### src/hdl/nvw_pkg.sv
// package for the data nonvolatile write controller: offsets, fields, timing
// Notes on behaviour
// - write needs 55h, AAh, then trigger set
// - wrong cycle count in sequence refuses store
// - write trigger sets only with enable gate
// - hardware clears write enable gate only on power-up or reset
// - clearing enable does not abort write
// - completion clears trigger, sets complete flag
// - complete flag stays until software clears
// - enable gate cleared at power-up
// - no array write during 64 ms power-up timer
// - protect bit zero still allows cpu access
// - unlock register has no storage, reads zero
// - address latch selects one of 256 bytes
// - read trigger loads data latch next cycle
// - triggers set-only by software, hardware clears
// - pin/watchdog reset mid-write sets error, clears latches
package nvw_pkg;
  localparam logic [11:0] OFF_DATA    = 12'h000;
  localparam logic [11:0] OFF_ADDR    = 12'h004;
  localparam logic [11:0] OFF_CTRL    = 12'h008;
  localparam logic [11:0] OFF_KEY     = 12'h00c;
  localparam logic [11:0] OFF_FLAGS   = 12'h010;
  localparam logic [11:0] OFF_ENABLES = 12'h014;
  localparam logic [11:0] OFF_GLOBAL  = 12'h018;
  localparam int CTL_RD    = 0;
  localparam int CTL_WR    = 1;
  localparam int CTL_WRITE_ENABLE_GATE  = 2;
  localparam int CTL_WRITE_ERROR_FLAG = 3;
  localparam int FLG_DONE  = 7;
  localparam int ENA_DONE  = 7;
  localparam int GLB_GIE   = 7;
  localparam logic [7:0] KEY_FIRST  = 8'h55;
  localparam logic [7:0] KEY_SECOND = 8'haa;
  localparam logic [7:0] RST_BYTE   = 8'h00;
  localparam int CLK_MHZ        = 100;
  localparam int PWRUP_MS       = 64;
  localparam int PWRUP_CYCLES   = PWRUP_MS * 1000 * CLK_MHZ;
  localparam int WRITE_CYCLES   = 4000;
  typedef enum logic [1:0] {NVW_SEQ_IDLE, NVW_SEQ_KEY1, NVW_SEQ_KEY2} nvw_seq_t;
endpackage : nvw_pkg

### src/hdl/nvw_array.sv
// 256-byte nonvolatile array model with registered read data
`timescale 1ns/1ps
`default_nettype none
module nvw_array #(
  parameter int AW = 8,
  parameter int DW = 8
) (
  input  wire logic          i_sys_clk,
  input  wire logic          i_we,
  input  wire logic [AW-1:0] i_addr,
  input  wire logic [DW-1:0] i_wdata,
  output logic      [DW-1:0] o_rdata
);
  logic [DW-1:0] mem [2**AW];
  always_ff @(posedge i_sys_clk) begin
    if (i_we) begin
      mem[i_addr] <= i_wdata;
    end
    o_rdata <= mem[i_addr];
  end
endmodule : nvw_array
`default_nettype wire

### src/hdl/nvw_ctrl.sv
// data nonvolatile write control with apb register access
`timescale 1ns/1ps
`default_nettype none
module nvw_ctrl import nvw_pkg::*; #(
  parameter int PWRUP_CNT = PWRUP_CYCLES,
  parameter int WRITE_CNT = WRITE_CYCLES,
  parameter int AW        = 8
) (
  input  wire logic        i_sys_clk,
  input  wire logic        i_rst_n,
  input  wire logic        i_por,
  input  wire logic        i_pin_wdt_rst,
  input  wire logic        i_data_protect_config,
  input  wire logic        i_psel,
  input  wire logic        i_penable,
  input  wire logic        i_pwrite,
  input  wire logic [11:0] i_paddr,
  input  wire logic [31:0] i_pwdata,
  output logic      [31:0] o_prdata,
  output logic             o_pready,
  output logic             o_pslverr,
  output logic             o_write_busy,
  output logic             o_write_complete_flag,
  output logic             o_pwrup_active
);
  logic [AW-1:0] nv_address_latch_q;
  logic [7:0]    nv_data_latch_q;
  logic          write_enable_gate_q;
  logic          write_error_flag_q;
  logic          wr_q;
  logic          rd_q;
  logic          rd_load_q;
  logic          write_complete_flag_q;
  logic          write_complete_irq_enable_q;
  logic          global_irq_enable_q;
  nvw_seq_t      seq_q;
  logic [31:0]   pwrup_cnt_q;
  logic [31:0]   wr_cnt_q;
  logic          arr_we;
  logic [7:0]    arr_rdata;
  logic          acc;
  logic          wr_acc;
  logic          wr_start;
  logic          wr_done;
  logic          mapped;
  logic          pwrup_busy;
  logic [7:0]    ctrl_read;

  // single-cycle answer; reads and writes land in the access phase
  assign acc    = i_psel && i_penable;
  assign wr_acc = acc && i_pwrite;
  assign mapped = (i_paddr == OFF_DATA) || (i_paddr == OFF_ADDR) ||
                  (i_paddr == OFF_CTRL) || (i_paddr == OFF_KEY) ||
                  (i_paddr == OFF_FLAGS) || (i_paddr == OFF_ENABLES) ||
                  (i_paddr == OFF_GLOBAL);
  assign pwrup_busy = (pwrup_cnt_q != 32'h0);

  // power-up timer: counting holds off every array write
  always_ff @(posedge i_sys_clk) begin
    if (i_por) begin
      pwrup_cnt_q <= 32'(PWRUP_CNT);
    end else if (pwrup_busy) begin
      pwrup_cnt_q <= pwrup_cnt_q - 32'h1;
    end
  end

  // key detector: every access phase advances or drops the sequence
  always_ff @(posedge i_sys_clk) begin
    if (!i_rst_n || i_por) begin
      seq_q <= NVW_SEQ_IDLE;
    end else if (acc) begin
      case (seq_q)
        NVW_SEQ_IDLE: begin
          seq_q <= (wr_acc && i_paddr == OFF_KEY && i_pwdata[7:0] == KEY_FIRST)
                   ? NVW_SEQ_KEY1 : NVW_SEQ_IDLE;
        end
        NVW_SEQ_KEY1: begin
          // second key must be the very next access
          seq_q <= (wr_acc && i_paddr == OFF_KEY && i_pwdata[7:0] == KEY_SECOND)
                   ? NVW_SEQ_KEY2 : NVW_SEQ_IDLE;
        end
        NVW_SEQ_KEY2: begin
          seq_q <= NVW_SEQ_IDLE;
        end
        default: begin
          seq_q <= NVW_SEQ_IDLE;
        end
      endcase
    end
  end

  // trigger counts only as the access right after both keys
  // data_protect_config gates only external programmer, never the cpu
  assign wr_start = wr_acc && i_paddr == OFF_CTRL && i_pwdata[CTL_WR] &&
                    seq_q == NVW_SEQ_KEY2 && write_enable_gate_q &&
                    !wr_q && !pwrup_busy;
  assign wr_done  = wr_q && (wr_cnt_q == 32'h1);
  assign arr_we   = wr_done;

  // self-timed write; enable gate is not looked at once running
  always_ff @(posedge i_sys_clk) begin
    if (!i_rst_n || i_por) begin
      wr_q     <= 1'b0;
      wr_cnt_q <= 32'h0;
    end else if (wr_start) begin
      wr_q     <= 1'b1;
      wr_cnt_q <= 32'(WRITE_CNT);
    end else if (wr_q) begin
      wr_cnt_q <= wr_cnt_q - 32'h1;
      if (wr_done) begin
        wr_q <= 1'b0;
      end
    end
  end

  // enable gate: software writes only, cleared on power-up and on reset
  always_ff @(posedge i_sys_clk) begin
    if (i_por) begin
      write_enable_gate_q <= 1'b0;
    end else if (!i_rst_n) begin
      write_enable_gate_q <= 1'b0;
    end else if (wr_acc && i_paddr == OFF_CTRL) begin
      write_enable_gate_q <= i_pwdata[CTL_WRITE_ENABLE_GATE];
    end
  end

  // error flag survives the pin/watchdog reset that aborts a write
  always_ff @(posedge i_sys_clk) begin
    if (i_por) begin
      write_error_flag_q <= 1'b0;
    end else if (i_pin_wdt_rst && wr_q) begin
      write_error_flag_q <= 1'b1;
    end else if (!i_rst_n) begin
      write_error_flag_q <= write_error_flag_q;
    end else if (wr_acc && i_paddr == OFF_CTRL) begin
      write_error_flag_q <= i_pwdata[CTL_WRITE_ERROR_FLAG];
    end
  end

  // read trigger: array answers next cycle, then data latch loads
  always_ff @(posedge i_sys_clk) begin
    if (!i_rst_n || i_por) begin
      rd_q      <= 1'b0;
      rd_load_q <= 1'b0;
    end else begin
      rd_q      <= wr_acc && i_paddr == OFF_CTRL && i_pwdata[CTL_RD] && !wr_q;
      rd_load_q <= rd_q;
    end
  end

  // latches; frozen while a write runs, but a read trigger in the access that starts the write reloads the data latch
  always_ff @(posedge i_sys_clk) begin
    if (!i_rst_n || i_por) begin
      nv_address_latch_q <= AW'(0);
      nv_data_latch_q    <= RST_BYTE;
    end else begin
      if (wr_acc && i_paddr == OFF_ADDR && !wr_q) begin
        nv_address_latch_q <= i_pwdata[AW-1:0];
      end
      if (rd_q) begin
        nv_data_latch_q <= arr_rdata;
      end else if (wr_acc && i_paddr == OFF_DATA && !wr_q) begin
        nv_data_latch_q <= i_pwdata[7:0];
      end
    end
  end

  // completion flag: set wins over a same-cycle software clear
  always_ff @(posedge i_sys_clk) begin
    if (!i_rst_n || i_por) begin
      write_complete_flag_q <= 1'b0;
    end else if (wr_done) begin
      write_complete_flag_q <= 1'b1;
    end else if (wr_acc && i_paddr == OFF_FLAGS) begin
      write_complete_flag_q <= i_pwdata[FLG_DONE];
    end
  end

  always_ff @(posedge i_sys_clk) begin
    if (!i_rst_n || i_por) begin
      write_complete_irq_enable_q <= 1'b0;
      global_irq_enable_q         <= 1'b0;
    end else if (wr_acc && i_paddr == OFF_ENABLES) begin
      write_complete_irq_enable_q <= i_pwdata[ENA_DONE];
    end else if (wr_acc && i_paddr == OFF_GLOBAL) begin
      global_irq_enable_q <= i_pwdata[GLB_GIE];
    end
  end

  always_comb begin
    ctrl_read            = 8'h00;
    ctrl_read[CTL_RD]    = rd_q;
    ctrl_read[CTL_WR]    = wr_q;
    ctrl_read[CTL_WRITE_ENABLE_GATE]  = write_enable_gate_q;
    ctrl_read[CTL_WRITE_ERROR_FLAG] = write_error_flag_q;
  end

  // apb answer; key register reads zero, unmapped gives slverr
  always_ff @(posedge i_sys_clk) begin
    if (!i_rst_n) begin
      o_prdata  <= 32'h0;
      o_pready  <= 1'b0;
      o_pslverr <= 1'b0;
    end else begin
      o_pready  <= i_psel && !i_penable;
      o_pslverr <= i_psel && !i_penable && !mapped;
      o_prdata  <= 32'h0;
      if (i_psel && !i_penable && !i_pwrite) begin
        case (i_paddr)
          OFF_DATA:    o_prdata <= {24'h0, nv_data_latch_q};
          OFF_ADDR:    o_prdata <= {{(32-AW){1'b0}}, nv_address_latch_q};
          OFF_CTRL:    o_prdata <= {24'h0, ctrl_read};
          OFF_FLAGS:   o_prdata <= {24'h0, write_complete_flag_q, 7'h00};
          OFF_ENABLES: o_prdata <= {24'h0, write_complete_irq_enable_q, 7'h00};
          OFF_GLOBAL:  o_prdata <= {24'h0, global_irq_enable_q, 7'h00};
          default:     o_prdata <= 32'h0;
        endcase
      end
    end
  end

  always_ff @(posedge i_sys_clk) begin
    if (!i_rst_n) begin
      o_write_busy          <= 1'b0;
      o_write_complete_flag <= 1'b0;
      o_pwrup_active        <= 1'b0;
    end else begin
      o_write_busy          <= wr_q;
      o_write_complete_flag <= write_complete_flag_q;
      o_pwrup_active        <= pwrup_busy;
    end
  end

  nvw_array #(
    .AW (AW),
    .DW (8)
  ) u_array (
    .i_sys_clk (i_sys_clk),
    .i_we      (arr_we),
    .i_addr    (nv_address_latch_q),
    .i_wdata   (nv_data_latch_q),
    .o_rdata   (arr_rdata)
  );

  logic unused;
  assign unused = i_data_protect_config | rd_load_q;
endmodule : nvw_ctrl
`default_nettype wire

### config.mk
export PLATFORM = sky130hd
export DESIGN_NAME = nvw_ctrl
export DESIGN_NICKNAME = d
export VERILOG_FILES = /design/src/hdl/nvw_pkg.sv /design/src/hdl/nvw_array.sv /design/src/hdl/nvw_ctrl.sv
export SDC_FILE = /design/constraint.sdc
export NUM_CORES = 2
export LEC_CHECK = 0
export BUFFER_PORTS_ARGS = -buffer_cell sky130_fd_sc_hd__clkbuf_2
export CAP_MARGIN = 20
export CORE_MARGIN = 10
export CORE_UTILIZATION = 63
export DETAILED_ROUTE_END_ITERATION = 10
export PLACE_DENSITY = 0.8
export SKIP_CTS_REPAIR_TIMING = 1
export SLEW_MARGIN = 10
export SYNTH_ARGS = -nofsm -noshare
export SYNTH_HDL_FRONTEND = slang
export SYNTH_SLANG_ARGS = --single-unit
### constraint.sdc
create_clock -name i_sys_clk -period 5.8 [get_ports i_sys_clk]
set_input_delay 0.58 -clock i_sys_clk [delete_from_list [all_inputs] [get_ports i_sys_clk]]
set_output_delay 0.58 -clock i_sys_clk [all_outputs]
set_load 0.02 [all_outputs]
==> results <==
- The run finished with clean final reports.
- The final worst clock skew is 0.0339 ns.
- The Yosys warning count is 0.
- At the placement stage, the worst setup path has a slack of 1.46 ns.
- The share of power burned in combinational logic is less than 1%.
- STA classifies the critical path startpoint as a flop.
- The critical path contains buffers and inverters numbering 2 combined.
- For this run, the slowest stage of the critical path takes 1.00 ns.
- The instance area after placement is 85600 sq um.
- The final worst-path setup slack is 1.22 ns.
- The die is between 300 and 400 um wide.
- The critical path data required time is 6.50 ns.
- Counting flops and latches in the post-synthesis netlist gives approximately 2200.
- Compared with the post-synthesis result, the final layout area differs by 10.5%.
- The total area inside the core boundary comes to 131000 sq um.
- The floorplan has 133 rows.
- After synthesis, the netlist uses between 50 and 60 different library cells.
- The reg-to-reg critical path startpoint is nv_address_latch_q[0].
- The number of optimization iterations in the first detailed-route pass is 6.
- The worst register-to-register path has a depth of 8.
- The worst hold path belongs to the class input port to flop.
- Counting every instance in the synthesized netlist gives 4107.
- The number of hold violations in the final report is 0.
- For this run, the leading register cell type out of synthesis is edfxtp_1.
- The worst setup path is captured at a flop.
- The number of pins with negative max-slew slack in the final report is 0.
- The fraction of power consumed by the clock network is 43.1%.
- The total overflow left after global routing is 0.
- The count of max-cap constraint violations is 0.
- Cells with a size suffix above 1 make up 23.4% of the layout.
- The post-route DRC violation count is 0.
- The first global-routing pass estimated 297 mm of wire.
- Dividing the detail-routed via count by the number of cells gives ~7.
- The time the worst path needs with I/O delays and setup is 4.58 ns.
- The cell area power density is about 320 nW/um^2.
- The count of cell instances traversed by the critical path is 8.
- The overall power of the completed layout is 29.8 mW.
- Setup repair after global routing left no endpoint under its margin.
- In this run, flip-flops and latches consume 56.3% of the power.
- The cell family contributing the most delay on the critical path is simple AND/OR/NAND/NOR gates.
- The critical path goes through buf_12 > buf_4 > mux4_2 > a22oi_1 > a21oi_1 > nor4_1 > o22ai_1 > or3_1.
- The net count reported at finish is 4250.
- In the final routed layout, each cell accounts on average for 33.0 um.
- For this design, the sink count on the clock tree is 2158.
- Global routing used 27.5% of the available tracks.
- Cell internal power was estimated by the tool at about 24 mW.
- Of the total power, the share spent switching nets is 19.4%.
- The die outline height is 384 um.
- The share of the clock period used by the worst path is about four fifths.
- The worst max-slew margin expressed relative to the limit is 18.6%.
- The H-tree generated during clock tree synthesis spans 4 levels.
- The remaining antenna violation count is 0.
- The first-iteration detailed-routing DRC count is 6093.
- The die outline area is 147000 sq um.
- The standard cell with the maximum stage delay on the critical path is dfxtp_4.
- Port buffering added 39 buffers.
- The count of vias placed by the detailed router is 42900.
- The number of flops mapped to enable cells by yosys is just over 2000.
- Counting flops with an async set or reset pin after synthesis yields a share of 0%.
- TritonCTS built the clock tree.
- The maximum clock rate is 218 MHz.
- Routability-driven placement finished with a final weighted congestion of 0.850.
- The via count of the first global-routing pass is around 44000.
- The initial utilization of the core area, before any placement, comes to 63.4%.
- The final-report setup violation count is 0.
- The area of the mapped netlist is 83300 sq um.
- The detailed placer's ending HPWL is 107 mm.
- The analysis attributes to cell leakage a power of a little over 30 nW.
- The final worst hold slack is 0.0654 ns.
- Of the synthesized area, sequential elements account for 76.4%.
- The reg2reg setup slack is approximately 1.2 ns.
- IR analysis of the VDD net gives a maximum drop of 0.000348 V.
- The pin count of the biggest net entering global routing is ~200.
- The endpoint identified for the worst register-to-register timing path is u_array.o_rdata[3].
- The worst endpoint data arrival time is 5.28 ns.
- The final cell count without fillers is between 6000 and 7000.
- The worst setup path category is flop to flop.
- Once layout is done, the placed cells without fillers occupy 92100 sq um.
- At the pin with the least slew margin, the transition time is 1.21 ns.
- CTS placed an instance of clkbuf_16 at the clock tree root.
- The last element of the critical path is u_array.o_rdata[3].
- The post-CTS clock slew at the launch and capture registers of the worst setup and hold paths is about 0.06 ns.
- The placed instance count is 5741.
- Tracing the worst setup path back leads to its startpoint at nv_address_latch_q[0].
- The initial antenna violation count came to 0.
- The maximum net fanout on the critical path is 37.
- The mean area per synthesized cell is 20.3 sq um.
- Buffers inserted during clock tree synthesis total 200.
- The sum of routed wire length over all layers is 202 mm.
- In this run the deepest clock path goes through 3 buffers.
- Adding up every negative setup slack in the final design gives 0 ns.
- Summed over all nets, the switching power comes to 5.79 mW.
- The I/O pin count is 89.
- The clock latency at the later pin of the worst-skew pair is roughly 0.84 ns.
- Cells fill a little over two thirds of the core in the end.
synthesized netlist by cell type (5+ instances only):
master    count  share of area (%)
edfxtp_1   2048                 74
mux4_2      512                 14
nor2_1      342                1.5
a22oi_1     256                2.3
a21oi_1     155               0.93
clkbuf_1    141               0.64
dfxtp_1     110                2.6
buf_1        86               0.39
nor4_1       44               0.33
nor3_1       35               0.21
nand2_1      32               0.14
mux2i_1      28               0.34
buf_4        25               0.23
or3_1        25               0.19
xnor2_1      25               0.26
xor2_1       24               0.25
nor2_2       20               0.15
buf_6        19               0.26
nand3_1      15              0.090
nand4_1      14               0.11
inv_1        13              0.059
nand2b_1     12              0.090
o21ai_0      10              0.060
nand2_4       9               0.12
buf_2         8              0.048
o22ai_1       8              0.060
or4_1         8              0.072
a211oi_1      7              0.063
nand2_2       7              0.053
nor2b_1       7              0.053
and2_1        6              0.045
o211ai_1      5              0.045
flip-flops by register name, summed over array words and instances (netlist names), 2 cells and up:
name / flops
nv_address_latch_q: 8
u_array.mem: 2048
seq_q: 2
u_array.o_rdata: 8
o_prdata: 8
wr_cnt_q: 32
pwrup_cnt_q: 32
nv_data_latch_q: 8
worst min path at each step:
stage	from	to	slack, ns	cells after the start
6_report	i_rst_n	o_write_busy	0.07	2
2_1_floorplan	u_array.o_rdata[2]	nv_data_latch_q[2]	0.45	2
3_3_place_gp	pwrup_cnt_q[23]	pwrup_cnt_q[23]	0.46	2
4_1_cts	i_pin_wdt_rst	write_error_flag_q	-0.05	3
3_5_place_dp	u_array.o_rdata[3]	nv_data_latch_q[3]	0.46	2
5_1_grt	i_rst_n	o_write_busy	0.06	2
power by group through the flow:
stage               logic, mW  clock network [mW]  registers, mW
floorplan               0.134                   0           17.2
global placement        0.148                   0           17.2
detailed placement      0.154                   0           17.2
CTS                     0.155                12.9           16.8
global route            0.175                13.5           16.8
finish                  0.158                12.9           16.8
placed cells by master (no fill, tap or decap), drive strengths merged, types with 28 or more instances in the layout:
cell / netlist / layout
edfxtp: 2048 / 2048
buf: 138 / 102
nand2: 48 / 48
mux4: 512 / 512
a22oi: 256 / 256
nor3: 36 / 36
nor2: 366 / 366
clkinv: 0 / 89
nor4: 44 / 44
mux2i: 28 / 28
dfxtp: 110 / 110
a21oi: 155 / 155
clkbuf: 142 / 295
logic make-up (layout without fill, tap and decap cells):
logic type | after synthesis | count (layout) | synth area share, %
xor+xnor | 49 | 49 | 0.515
fa+ha+maj | 4 | 4 | 0.0601
simple gates | 609 | 609 | 3.60
other cells | 1 | 26 | 0.00450
flops | 2158 | 2158 | 76.4
compound gates | 452 | 452 | 3.58
buf+inv | 293 | 527 | 1.62
mux | 541 | 541 | 14.2
per-layer routing:
layer  routed length [um]  share of wire, %  GRT usage (%)
met5                    0                 0              0
met4                10600               5.2           13.4
met3                22400                11           6.50
met2                99800                49           44.0
met1                69200                34           35.9
layout make-up:
| type | instances | area, sq um |
|---|---|---|
| repair buffers | 142 | 1300 |
| inverters | 13 | 48.8 |
| diodes | 2 | 5.00 |
| multi-input cells | 1679 | 18500 |
| well taps | 1755 | 2200 |
| flip-flops and latches | 2158 | 63700 |
| fillers | 7402 | 39400 |
| clock buffers | 256 | 5410 |
| clock inverters | 116 | 941 |
(Power assumes the default switching activity.)
